==> src/core/emcc_pkg.sv <==
// How it works
// - block bit set refuses every exception except the non-maskable one.
// - leaving any handler other than the NMI one clears the block bit.
// - floor zero has no effect; nonzero floor acts as base priority.
// - with nonzero floor, priority value at or above floor stays pending.
// - only floor bits 7:4 are stored; bits 3:0 read zero, ignore writes.
// - numerically higher priority value means lower exception priority.
// - control register sets thread stack, privilege, reports fp state.
// - control bit 2 reads 1 while a floating-point context is active.
// - exception entry consults fp flag to decide fp state preservation.
// - control bit 1 selects stack: 0 main, 1 process stack pointer.
// - in handler mode the stack-select bit reads zero, ignores writes.
// - every exception return updates the stack-select bit automatically.
// - control bit 0: 0 thread privileged, 1 thread unprivileged.
// - handler mode always runs on the main stack pointer.
// - return rewrites control bits 2:1 from the exception return code; entry only clears the fp flag.
package emcc_pkg;
    // -------------------------------------------------------------------
    // special register selectors
    // -------------------------------------------------------------------
    localparam logic [1:0] EMCC_SEL_BLOCK   = 2'h1;
    localparam logic [1:0] EMCC_SEL_FLOOR   = 2'h2;
    localparam logic [1:0] EMCC_SEL_CONTROL = 2'h3;
    // -------------------------------------------------------------------
    // field positions and reset values
    // -------------------------------------------------------------------
    localparam int EMCC_CTL_PRIV_BIT   = 0;
    localparam int EMCC_CTL_STKSEL_BIT = 1;
    localparam int EMCC_CTL_FPACT_BIT  = 2;
    localparam int EMCC_FLOOR_LSB      = 4;
    localparam int EMCC_FLOOR_W        = 4;
    localparam int EMCC_RET_THREAD_BIT = 3;
    localparam int EMCC_RET_PROC_BIT   = 2;
    localparam int EMCC_RET_NOFP_BIT   = 4;
    localparam logic [3:0] EMCC_FLOOR_RST = 4'h0;
    localparam logic       EMCC_BLOCK_RST = 1'h0;
    localparam logic [2:0] EMCC_CTL_RST   = 3'h0;

    // one special-register move from the pipeline
    typedef struct packed {
        logic        wr;
        logic [1:0]  sel;
        logic [31:0] data;
    } emcc_move_t;

    // exception return event
    typedef struct packed {
        logic        valid;
        logic        from_nmi;
        logic [31:0] code;
    } emcc_ret_t;
endpackage

==> src/core/emcc_gate.sv <==
`timescale 1ns/1ps
`default_nettype none
module emcc_gate
    import emcc_pkg::*;
#(
    parameter int PW = 4
)(
    input  wire logic          block,      // all-but-nmi block
    input  wire logic [PW-1:0] floor_v,    // priority floor
    input  wire logic [PW-1:0] prio,       // candidate priority
    input  wire logic          is_nmi,     // candidate is nmi
    output logic               allow       // activation permitted
);
    // -------------------------------------------------------------------
    // activation gate
    // -------------------------------------------------------------------
    logic floor_ok;
    // lower value wins; floor zero disables the test
    assign floor_ok = (floor_v == '0)
                   || (prio < floor_v);
    assign allow = is_nmi || (!block && floor_ok);
endmodule
`default_nettype wire

==> src/core/emcc_top.sv <==
`timescale 1ns/1ps
`default_nettype none
module emcc_top
    import emcc_pkg::*;
(
    input  wire logic        clock,          // core clock
    input  wire logic        rst,            // async reset, high
    input  wire logic        ce,             // clock enable
    input  wire emcc_move_t  move,           // special register move
    input  wire logic        handler_mode,   // core in handler mode
    input  wire logic        exc_entry,      // exception entry pulse
    input  wire emcc_ret_t   exc_ret,        // exception return
    input  wire logic        fp_used,        // fp instruction executed
    input  wire logic        req_valid,      // pending exception offered
    input  wire logic [3:0]  req_prio,       // its priority
    input  wire logic        req_nmi,        // it is the nmi
    output logic [31:0]      rd_data,        // read data for selector
    output logic             activate,       // exception may activate
    output logic             use_proc_stack, // current stack is process
    output logic             thread_unpriv,  // thread unprivileged
    output logic             fp_preserve,    // stack fp state on entry
    output logic             block_out,      // block bit
    output logic [7:0]       floor_out       // floor register
);
    // -------------------------------------------------------------------
    // state
    // -------------------------------------------------------------------
    logic       block;
    logic [3:0] floor_v;
    logic [2:0] ctl;
    logic       allow;

    // block bit: software write, cleared on non-nmi handler exit
    always_ff @(posedge clock or posedge rst)
    begin
        if (rst)
            block <= EMCC_BLOCK_RST;
        else if (ce)
        begin
            if (exc_ret.valid && !exc_ret.from_nmi)
                block <= 1'b0;
            else if (move.wr && move.sel == EMCC_SEL_BLOCK)
                block <= move.data[0];
        end
    end

    // floor keeps only the upper nibble
    always_ff @(posedge clock or posedge rst)
    begin
        if (rst)
            floor_v <= EMCC_FLOOR_RST;
        else if (ce && move.wr && move.sel == EMCC_SEL_FLOOR)
            floor_v <= move.data[EMCC_FLOOR_LSB +: EMCC_FLOOR_W];
    end

    // control: return code wins over a same-cycle move; an entry only
    // drops the fp flag, so a later return decides the stack again
    always_ff @(posedge clock or posedge rst)
    begin
        if (rst)
            ctl <= EMCC_CTL_RST;
        else if (ce)
        begin
            if (exc_ret.valid)
            begin
                ctl[EMCC_CTL_STKSEL_BIT] <= exc_ret.code[EMCC_RET_THREAD_BIT]
                                          & exc_ret.code[EMCC_RET_PROC_BIT];
                ctl[EMCC_CTL_FPACT_BIT]  <= ~exc_ret.code[EMCC_RET_NOFP_BIT];
            end
            else if (exc_entry)
                ctl[EMCC_CTL_FPACT_BIT] <= 1'b0;
            else if (move.wr && move.sel == EMCC_SEL_CONTROL)
            begin
                // privilege is writable in either mode
                ctl[EMCC_CTL_PRIV_BIT]  <= move.data[EMCC_CTL_PRIV_BIT];
                ctl[EMCC_CTL_FPACT_BIT] <= move.data[EMCC_CTL_FPACT_BIT];
                if (!handler_mode)
                    ctl[EMCC_CTL_STKSEL_BIT] <= move.data[EMCC_CTL_STKSEL_BIT];
            end
            else if (fp_used)
                ctl[EMCC_CTL_FPACT_BIT] <= 1'b1;
        end
    end

    // -------------------------------------------------------------------
    // gate
    // -------------------------------------------------------------------
    emcc_gate #(.PW(4)) u_gate (
        .block   (block),
        .floor_v (floor_v),
        .prio    (req_prio),
        .is_nmi  (req_nmi),
        .allow   (allow)
    );

    // registered outputs; one cycle behind state
    always_ff @(posedge clock or posedge rst)
    begin
        if (rst)
        begin
            rd_data        <= 32'h0;
            activate       <= 1'b0;
            use_proc_stack <= 1'b0;
            thread_unpriv  <= 1'b0;
            fp_preserve    <= 1'b0;
            block_out      <= 1'b0;
            floor_out      <= 8'h0;
        end
        else if (ce)
        begin
            activate       <= req_valid && allow;
            // handler mode always runs on the main stack
            use_proc_stack <= ctl[EMCC_CTL_STKSEL_BIT] && !handler_mode;
            thread_unpriv  <= ctl[EMCC_CTL_PRIV_BIT];
            fp_preserve    <= ctl[EMCC_CTL_FPACT_BIT];
            block_out      <= block;
            floor_out      <= {floor_v, 4'h0};
            // readback hides the stack select while in handler mode
            case (move.sel)
                EMCC_SEL_BLOCK:   rd_data <= {31'h0, block};
                EMCC_SEL_FLOOR:   rd_data <= {24'h0, floor_v, 4'h0};
                EMCC_SEL_CONTROL: rd_data <= {29'h0,
                                     ctl[EMCC_CTL_FPACT_BIT],
                                     ctl[EMCC_CTL_STKSEL_BIT] & ~handler_mode,
                                     ctl[EMCC_CTL_PRIV_BIT]};
                default:          rd_data <= 32'h0;
            endcase
        end
    end
endmodule
`default_nettype wire

==> config.mk <==
export PLATFORM = sky130hd
export DESIGN_NAME = emcc_top
export DESIGN_NICKNAME = d
export VERILOG_FILES = /design/src/core/emcc_pkg.sv /design/src/core/emcc_gate.sv /design/src/core/emcc_top.sv
export SDC_FILE = /design/constraint.sdc
export NUM_CORES = 1
export LEC_CHECK = 0
export ABC_AREA = 1
export BUFFER_PORTS_ARGS = -buffer_cell sky130_fd_sc_hd__buf_2
export CORE_MARGIN = 1
export CORE_UTILIZATION = 40
export DETAILED_ROUTE_END_ITERATION = 10
export HOLD_SLACK_MARGIN = 0.15
export PLACE_DENSITY = 0.86
export SYNTH_ARGS = -nofsm -noshare
export SYNTH_HDL_FRONTEND = slang
export SYNTH_SLANG_ARGS = --single-unit
==> constraint.sdc <==
create_clock -name clock -period 1.93 [get_ports clock]
set_clock_uncertainty 0.15 [all_clocks]
set_input_delay 0.193 -clock clock [delete_from_list [all_inputs] [get_ports clock]]
set_output_delay 0.193 -clock clock [all_outputs]
set_load 0.005 [all_outputs]
==> results of run 1 <==
## stage by stage
| step | setup WS, ns | hold slack (ns) | utilization [%] | instance area (µm²) | total power (W) |
|---|---|---|---|---|---|
| floorplan | 0.629 | 0.0576 | - | 1470 | 0.000809 |
| global placement | 0.526 | 0.0993 | 48.2 | 1510 | 0.000860 |
| detailed placement | 0.458 | 0.0952 | 48.2 | 1510 | 0.000868 |
| CTS | 0.0210 | 0.173 | 55.6 | 1740 | 0.00111 |
| global route | 0.205 | 0.215 | 55.8 | 1740 | 0.00118 |
| finish | 0.243 | 0.197 | 55.8 | 1740 | 0.00110 |
## Yosys cell counts
master    count
nand2_1      47
buf_4        29
dfrtp_1      24
inv_1        17
nor2_1       10
o21ai_0       9
a21oi_1       6
nand3_1       4
ha_1          3
nand2_2       3
buf_2         2
mux2_4        2
nor3_1        2
a21oi_2       1
clkbuf_1      1
conb_1        1
nand3_2       1
nor2_4        1
o21a_1        1
o221ai_1      1
o32ai_1       1
## state kept, by name (all words and copies together), names as in the netlist
name	count
floor_out	4
fp_preserve	1
thread_unpriv	1
activate	1
rd_data	7
ctl	3
use_proc_stack	1
block_out	1
block	1
floor_v	4
## layout make-up
cell class | count | area share (%)
clock buffer | 3 | 1.29
inverter | 17 | 3.66
sequential | 24 | 34.4
tap | 44 | 3.16
multi-input combinational | 121 | 32.6
timing repair buffer | 64 | 24.8
## worst max-delay path by stage
stage,start,end,cells after the start
3_3_place_gp,ce,ctl[1],5
3_5_place_dp,ce,block,4
2_1_floorplan,floor_v[3],activate,11
5_1_grt,exc_ret[32],block,5
4_1_cts,move[32],ctl[0],7
6_report,exc_ret[32],block,5
## cells by family after synthesis
| kind of cell | count (synthesis) | synth area share [%] |
|---|---|---|
| and+or+nand+nor | 68 | 20.9 |
| buffers and inverters | 49 | 21.7 |
| DFF | 24 | 44.2 |
| AOI/OAI and AO/OA | 19 | 8.00 |
| adders and majority gates | 3 | 2.76 |
| muxes | 2 | 2.21 |
| other | 1 | 0.276 |
## worst min-delay path: stages
cell	delay [ns]
buf_2	0.10
nor2_1	0.08
nand3_1	0.09
nand3_1	0.07
o21a_1	0.10
## report_power, final
group | total, W | switching (W) | leakage (nW) | internal (W)
Sequential | 0.000606 | 0.0000366 | 0.299 | 0.000569
Clock | 0.000203 | 0.000131 | 0.0138 | 0.0000727
Combinational | 0.000294 | 0.000150 | 0.685 | 0.000144
Total | 0.00110 | 0.000317 | 0.998 | 0.000785
## routing by layer
layer,track usage (%),wire length [µm],up-vias
li1,-,-,584
met4,8.64,14,0
met2,25.3,1280,55
met1,20.0,1230,522
met5,0,0,-
met3,0.866,160,2
## timing repair
action                                 4_1_cts  5_1_grt
hold buffers                                21        0
endpoints found under the hold margin       48        0
buffers inserted                             0        1
gates resized for setup                      0        1
setup endpoints to repair                    0        1
==> qor.txt, run 1 <==
Most common cell after layout, fill and taps aside = nand2_1
# diodes = 0
CTS tree = yes
Num ports = 126
Non-filler instance count after layout = 273
R2R setup slack = 0.47 ns
Clock latency on the worst-skew pair = 0.30 ns
Most frequent cells in the layout = nand2_1, buf_2, conb_1, dfrtp_1, dlygate4sd3_1
Worst vdd ir = 0.217 mV
Drt first pass iters = 4
Worst Path Max Fanout = 2
Pwr Density = 632 nW/µm²
Total wire length = 2680 µm
Area of the multi-input gates = 569 µm²
GRT Resource Usage Total = 15.3%
Largest net degree at the start of global routing = 25
Hold Crit Class = primary input to flop
Worst-path clk slew = 0.12 ns
Layout area overhead = 28.2%
Status = completed
Starting DRT DRC Count = 35
Worst-case clock buffer depth = 2
Worst Setup End Kind = flop
Critical path class = primary input to flop
Tcrit/Tclk final = 87.4%
Clock sink count = 24
Reg-to-Reg End = ctl[0]
Post-Synthesis Cells = 166
Hold path depth = 5
Initial antenna violation count = 0
Post-synthesis sequential area ratio = 44.2%
DIE WIDTH = 60.3 µm
# Max-Cap Violations = 0
Leakage power = 0.998 nW
Yosys cell types = 21
Chip height = 60.3 µm
Post-placement cell count = 249
Initial Utilization = 43.5%
Slew margin rel. = 57.9%
Routability cong. = 0.730
CP most frequent cell = dlygate4sd3_1
Fillers = 317
Remaining Overflow, GRT = 0
Hold Vio Cnt, Final = 0
Worst path cell trace = dlygate4sd3_1 > buf_2 > nor3_1 > o32ai_1 > dlygate4sd3_1
Seq cells post-synth = 24
Number of global-route vias before repair = 990
Die area = 3640 µm²
Final HPWL DP = 1900 µm
RSZ-0062 raised after global routing = false
Peak Freq = 593 MHz
H-tree levels = 1
Synth warn = 0
R2R cell count = 2
Reg2reg start = ctl[0]
Port Buffers = 42
Total core area = 3130 µm²
Crit-path max cell delay = 0.57 ns
Root buf cell = clkbuf_4
Setup violators final = 0
CP required = 1.98 ns
Register Area = 601 µm²
Synthesized area per cell = 8.19 µm²
DR DRC count = 0
Crit path DAT = 1.73 ns
Worst hold start = exc_entry
Synth top area share = 44.2%
Core Rows = 20
Vias = 1163
Final nets = 315
Hold EP = ctl[1]
Vias/cell = 4.26
Buf/Inv on CP = 3
Cell Area, Synth = 1360 µm²
Main area contributors after synthesis = dfrtp_1, buf_4, nand2_1, inv_1, o21ai_0
Crit start category = primary input
Drt wl/cell = 9.82 µm
Synth area leader = dfrtp_1
Final min period = 1.69 ns
Final slew viol count = 0
CTS buffer count = 3
Antenna Nets Post-Route = 0
CP top delay family = buffers and inverters
Tightest Pin Transition = 0.631 ns
Layout cells sized above 1 = 23.6%
Slowest CP cell = dlygate4sd3_1
Setup TNS = 0 ns
Global-route wire length before repair = 4130 µm
(Power assumes the default switching activity.)
==> run 2: changes to the inputs <==
- ABC_AREA: 1 -> 0
==> run 2 against run 1 <==
Against the previous run:
- sequential share of layout area down 0.80 points
- via count is 6.1% lower
- global-route usage rose by 1.2 points
- highest routed layer unchanged
==> qor.txt, run 2 <==
Status = completed (unchanged)
Leakage power = 0.934 nW (was 0.998 nW)
Core Rows = 20 (unchanged)
Worst Path Max Fanout = 2 (unchanged)
Synth area leader = dfrtp_1 (unchanged)
# Post-CTS Setup Buffers = 0 (unchanged)
DR DRC count = 0 (unchanged)
Top reg by flops = rd_data (unchanged)
Remaining Overflow, GRT = 0 (unchanged)
Synthesized area per cell = 9.89 µm² (was 8.19 µm²)
Fillers = 303 (was 317)
Pwr Density = 666 nW/µm² (was 632 nW/µm²)
Routing usage on met2 = 28.1% (was 25.3%)
Yosys cell types = 34 (was 21)
RSZ-0062 raised after global routing = false (unchanged)
Drt wl/cell = 11.4 µm (was 9.82 µm)
Clock latency on the worst-skew pair = 0.30 ns (about the same)
Most frequent cells in the layout = buf_2, conb_1, dfrtp_1, dlygate4sd3_1, inv_1 (was nand2_1, buf_2, conb_1, dfrtp_1, dlygate4sd3_1)
Largest net degree at the start of global routing = 25 (unchanged)
Total wire length = 2840 µm (was 2680 µm)
Layout cells sized above 1 = 28.8% (was 23.6%)
Cell Area, Synth = 1380 µm² (was 1360 µm²)
Initial antenna violation count = 0 (unchanged)
Synth top area share = 43.7% (was 44.2%)
# diodes = 0 (unchanged)
Num ports = 126 (unchanged)
Total core area = 3150 µm² (was 3130 µm²)
Post-Synthesis Cells = 139 (was 166)
CP most frequent cell = dlygate4sd3_1 (unchanged)
Setup TNS = 0 ns (unchanged)
Antenna Nets Post-Route = 0 (unchanged)
Place WS = 0.385 ns (was 0.458 ns)
Largest registers = rd_data: 7 flops, floor_out: 4 flops, floor_v: 4 flops (unchanged)
Seq cells post-synth = 24 (unchanged)
H-tree levels = 1 (unchanged)
Main area contributors after synthesis = dfrtp_1, buf_4, mux2_2, inv_1, o21ai_0 (was dfrtp_1, buf_4, nand2_1, inv_1, o21ai_0)
Global-route wire length before repair = 4510 µm (was 4130 µm)
Post-synthesis sequential area ratio = 43.7% (was 44.2%)
CTS tree = yes (unchanged)
Worst vdd ir = 0.284 mV (was 0.217 mV)
Synth warn = 0 (unchanged)
Crit-path max cell delay = 0.57 ns (about the same)
Worst Setup End Kind = flop (unchanged)
Final min period = 1.70 ns (was 1.69 ns)
Peak Freq = 588 MHz (was 593 MHz)
Routability cong. = 0.753 (was 0.730)
Slowest CP cell = dlygate4sd3_1 (unchanged)
# Max-Cap Violations = 0 (unchanged)
DIE WIDTH = 60.6 µm (was 60.3 µm)
Chip height = 60.6 µm (was 60.3 µm)
Setup violators final = 0 (unchanged)
GRT Resource Usage Total = 16.5% (was 15.3%)
Crit path DAT = 1.75 ns (was 1.73 ns)
Tcrit/Tclk final = 88.1% (was 87.4%)
Buf/Inv on CP = 3 (unchanged)
Worst-case clock buffer depth = 2 (unchanged)
CTS buffer count = 3 (unchanged)
Number of global-route vias before repair = 1036 (was 990)
Root buf cell = clkbuf_4 (unchanged)
Number of enable flip-flop cells after synthesis = 0 (unchanged)
Drt first pass iters = 3 (was 4)
CP required = 1.98 ns (about the same)
Worst path cell trace = dlygate4sd3_1 > buf_2 > nand3b_1 > nand3_1 > o21ai_0 > dlygate4sd3_1 (was dlygate4sd3_1 > buf_2 > nor3_1 > o32ai_1 > dlygate4sd3_1)
Layout area overhead = 29.8% (was 28.2%)
Port Buffers = 42 (unchanged)
Die area = 3680 µm² (was 3640 µm²)
GR Util met3 = 2.35% (was 0.866%)
Final WS setup = 0.230 ns (was 0.243 ns)
Final slew viol count = 0 (unchanged)
Vias = 1092 (was 1163)
Synth top cells by count = buf_4, dfrtp_1, inv_1 (was nand2_1, buf_4, dfrtp_1)
Initial Utilization = 43.6% (was 43.5%)
Hold Crit Class = primary input to flop (unchanged)
CP top delay family = buffers and inverters (unchanged)
Worst-path clk slew = 0.13 ns (was 0.12 ns)
Most common cell in the netlist = buf_4 (was nand2_1)
FFs w/ async S/R, synth = 100% (unchanged)
Hold Vio Cnt, Final = 0 (unchanged)
Vias/cell = 4.39 (was 4.26)
Max reg flops = 7 (unchanged)
Starting DRT DRC Count = 14 (was 35)
Crit start category = primary input (unchanged)
Global route hottest layer = met2 (unchanged)
Final nets = 290 (was 315)
Area of the multi-input gates = 577 µm² (was 569 µm²)
Most common cell after layout, fill and taps aside = buf_2 (was nand2_1)
Clock sink count = 24 (unchanged)
Critical path class = primary input to flop (unchanged)
Final HPWL DP = 1950 µm (was 1900 µm)
Met1 Use GR = 22.0% (was 20.0%)
Synth Flop Type = dfrtp_1 (unchanged)
Register Area = 601 µm² (unchanged)
## run 2: changes by cell type after synthesis, moves of 3 or more
| cell | before | now |
|---|---|---|
| nor2_1 | 10 | 1 |
| nand2_2 | 3 | 0 |
| nand2_1 | 47 | 8 |
| mux2_2 | 0 | 7 |
| o22ai_1 | 0 | 6 |
| a21oi_1 | 6 | 1 |
| nor2b_1 | 0 | 3 |
| nand3_1 | 4 | 1 |
## run 2: area by class of cell
cell class / count / share of cell area, %
Inverter: 19 / 3.99
Clock buffer: 4 / 2.03
Sequential cell: 24 / 33.6
Tap cell: 44 / 3.08
Timing Repair Buffer: 66 / 24.9
Multi-Input combinational cell: 92 / 32.3
## run 2: metrics by stage
| stage | hold WS, ns | instance area, µm² | instances | util [%] | total power (W) |
|---|---|---|---|---|---|
| detailed placement | 0.109 | 1530 | 223 | 48.5 | 0.000896 |
| finish | 0.170 | 1790 | 249 | 56.6 | 0.00119 |
| global route | 0.182 | 1790 | 249 | 56.6 | 0.00128 |
| floorplan | 0.0576 | 1480 | 167 | - | 0.000822 |
| global placement | 0.115 | 1530 | 223 | 48.5 | 0.000883 |
| CTS | 0.155 | 1790 | 249 | 56.6 | 0.00120 |
## run 2: cell families after synthesis
group                      Yosys count  synth area share (%)
buffers and inverters               51                  22.0
and+or+nand+nor                     26                  12.2
AOI/OAI and AO/OA                   24                  10.8
DFF                                 24                  43.7
muxes                               10                  8.28
adders and majority gates            3                  2.73
other                                1                 0.273
## run 2: tightest hold or removal path: stages
cell	delay, ns
buf_2	0.18
a31oi_1	0.17
a311oi_1	0.06
## run 2: worst paths after layout
path                               startpoint            end  slack, ns  depth (start not counted)
max in group asynchronous                 rst      block_out       1.09                          4
worst max-delay path              exc_ret[32]          block       0.23                          6
worst max register to register     floor_v[2]       activate       0.40                          5
worst min-delay path                       ce       activate       0.17                          3
worst min register to register  thread_unpriv  thread_unpriv       0.37                          1
min in group asynchronous                 rst     rd_data[5]       0.31                          4
## run 2: per-layer routing
layer / vias up / share of wire [%]
li1: 544 / -
met1: 496 / 46
met2: 50 / 48
met3: 2 / 5.9
met4: 0 / 0.74
met5: - / 0
## run 2: what timing repair did
action | CTS | global route
hold endpoints to repair | 36 | 0
setup endpoints to repair | 0 | 0
hold buffers | 22 | 0
resized for setup | 0 | 0
## run 2: power by group
part	internal, W	switching [W]
registers	0.000573	0.0000535
logic	0.000165	0.000139
clock network	0.000115	0.000144
==> run 3: changes to the inputs <==
- CELL_PAD_IN_SITES_DETAIL_PLACEMENT: not set -> 0
- CELL_PAD_IN_SITES_GLOBAL_PLACEMENT: not set -> 2
- CORE_UTILIZATION: 40 -> 20
- PLACE_DENSITY: 0.86 -> not set
- PLACE_DENSITY_LB_ADDON: not set -> 0.1
==> run 3 against run 2 <==
Against the previous run:
- largest cell class unchanged
- die area grew 96%
- clock power is 34% higher
- clock-buffer cell count did not move
- via count grew 0.73%
- critical endpoint unchanged
- first-iteration DRC count rose to 3.1 times the previous value
- cell count increased by 12%
- global-route usage is 7.3 points lower
- sequential power about the same
- worst hold slack got worse by 0.0032 ns
- the run now ends with design-rule violations left
- non-clock buffer count is 3 lower
==> qor.txt, run 3 (synthesis gave the netlist of run 2 again) <==
Clock sink count = 24 (unchanged)
Max reg flops = 7 (unchanged)
Hold EP = block (was activate)
Worst-path clk slew = 0.08 ns (was 0.13 ns)
Core Rows = 29 (was 20)
Hold buffer count at CTS = 19 (was 22)
Leakage power = 0.922 nW (was 0.934 nW)
Reg-to-Reg End = activate (unchanged)
Vias/cell = 3.94 (was 4.39)
Layout area overhead = 32.0% (was 29.8%)
Number of global-route vias before repair = 1064 (was 1036)
Post-DP Area = 1570 µm² (was 1530 µm²)
Routability cong. = 0.725 (was 0.753)
Most frequent cells in the layout = buf_2, conb_1, dfrtp_1, inv_1, dlygate4sd3_1 (was buf_2, conb_1, dfrtp_1, dlygate4sd3_1, inv_1)
Final HPWL DP = 2410 µm (was 1950 µm)
Die area = 7210 µm² (was 3680 µm²)
Remaining Overflow, GRT = 0 (unchanged)
Drt wl/cell = 11.6 µm (was 11.4 µm)
R2R cell count = 5 (unchanged)
# Post-CTS Setup Buffers = 0 (unchanged)
Initial antenna violation count = 0 (unchanged)
Worst vdd ir = 0.229 mV (was 0.284 mV)
Critical path class = primary input to flop (unchanged)
DR DRC count = 5 (was 0)
DIE WIDTH = 84.9 µm (was 60.6 µm)
Tcrit/Tclk final = 94.1% (was 88.1%)
Antenna Nets Post-Route = 0 (unchanged)
Final slew viol count = 0 (unchanged)
# diodes = 0 (unchanged)
Hold Crit Class = primary input to flop (unchanged)
Total core area = 6490 µm² (was 3150 µm²)
Initial Utilization = 21.2% (was 43.6%)
Hold path depth = 4 (was 3)
R2R setup slack = 0.41 ns (was 0.40 ns)
Drt first pass iters = 9 (was 3)
Worst hold start = exc_ret[33] (was ce)
CP required = 1.97 ns (was 1.98 ns)
Final min period = 1.82 ns (was 1.70 ns)
Largest registers = rd_data: 7 flops, floor_out: 4 flops, floor_v: 4 flops (unchanged)
Top reg by flops = rd_data (unchanged)
Failing checks = design-rule violations
CTS buffer count = 3 (unchanged)
Reg2reg start = floor_v[2] (unchanged)
Setup TNS = 0 ns (unchanged)
Starting DRT DRC Count = 43 (was 14)
CTS tree = yes (unchanged)
Vias = 1100 (was 1092)
Layout cells sized above 1 = 29.2% (was 28.8%)
Post-layout util = 28.0% (was 56.6%)
Largest net degree at the start of global routing = 25 (unchanged)
Pwr Density = 697 nW/µm² (was 666 nW/µm²)
Status = finished with violations (was completed)
Most common cell after layout, fill and taps aside = buf_2 (unchanged)
H-tree levels = 1 (unchanged)
Num ports = 126 (unchanged)
GRT Resource Usage Total = 9.20% (was 16.5%)
Global-route wire length before repair = 5150 µm (was 4510 µm)
Hold Vio Cnt, Final = 0 (unchanged)
RSZ-0062 raised after global routing = false (unchanged)
Post-CTS Resized = 0 (unchanged)
Worst Path Max Fanout = 7 (was 2)
Root buf cell = clkbuf_8 (was clkbuf_4)
Final nets = 287 (was 290)
Worst-case clock buffer depth = 2 (unchanged)
Setup violators final = 0 (unchanged)
Worst Setup End Kind = flop (unchanged)
# Max-Cap Violations = 0 (unchanged)
Peak Freq = 551 MHz (was 588 MHz)
Port Buffers = 42 (unchanged)
Crit start category = primary input (unchanged)
Clock latency on the worst-skew pair = 0.27 ns (was 0.30 ns)
Total wire length = 3250 µm (was 2840 µm)
Chip height = 84.9 µm (was 60.6 µm)
Crit path DAT = 1.85 ns (was 1.75 ns)
Fillers = 684 (was 303)
Design Area, Final = 1820 µm² (was 1790 µm²)
## run 3: per-stage QoR
stage	power, W	std cells	hold WS [ns]	setup WS [ns]
final	0.00126	279	0.167	0.114
after global routing	0.00135	279	0.181	0.0582
after CTS	0.00129	279	0.154	0.166
after detailed placement	0.000905	256	0.113	0.392
after global placement	0.000899	256	0.115	0.388
after floorplan	0.000822	167	0.0576	0.555
## run 3: cell type report
| cell class | instances | area (µm²) | share of cell area [%] |
|---|---|---|---|
| Clock buffer | 4 | 55.1 | 3.03 |
| Inverter | 19 | 71.3 | 3.93 |
| Multi-Input combinational cell | 92 | 577 | 31.8 |
| Sequential cell | 24 | 601 | 33.1 |
| Tap cell | 77 | 96.3 | 5.31 |
| Timing Repair Buffer | 63 | 415 | 22.9 |
## run 3: layer usage
| layer | global-route usage (%) | up-vias | share of wire [%] |
|---|---|---|---|
| met5 | 0 | - | 0 |
| met4 | 4.16 | 0 | 1.1 |
| met3 | 1.36 | 2 | 4.7 |
| met2 | 15.0 | 38 | 47 |
| met1 | 12.1 | 528 | 47 |
| li1 | - | 532 | - |
## run 3: worst max path at each step
stage / slack, ns / to / from
floorplan: 0.56 / activate / floor_v[2]
global placement: 0.39 / activate / floor_v[2]
detailed placement: 0.39 / activate / floor_v[2]
CTS: 0.17 / block / move[33]
global route: 0.06 / block / move[33]
finish: 0.11 / block / move[33]
## run 3: worst max-delay path: stages
cell and delay (ns):
dlygate4sd3_1 0.53, buf_2 0.17, nand4b_1 0.21, dlygate4sd3_1 0.59
o21ai_0 0.16
## run 3: power by group
| part | switching, W | total, W | internal (W) |
|---|---|---|---|
| clock | 0.000165 | 0.000347 | 0.000182 |
| combinational | 0.000138 | 0.000290 | 0.000153 |
| sequential | 0.0000540 | 0.000627 | 0.000573 |
| total | 0.000356 | 0.00126 | 0.000908 |
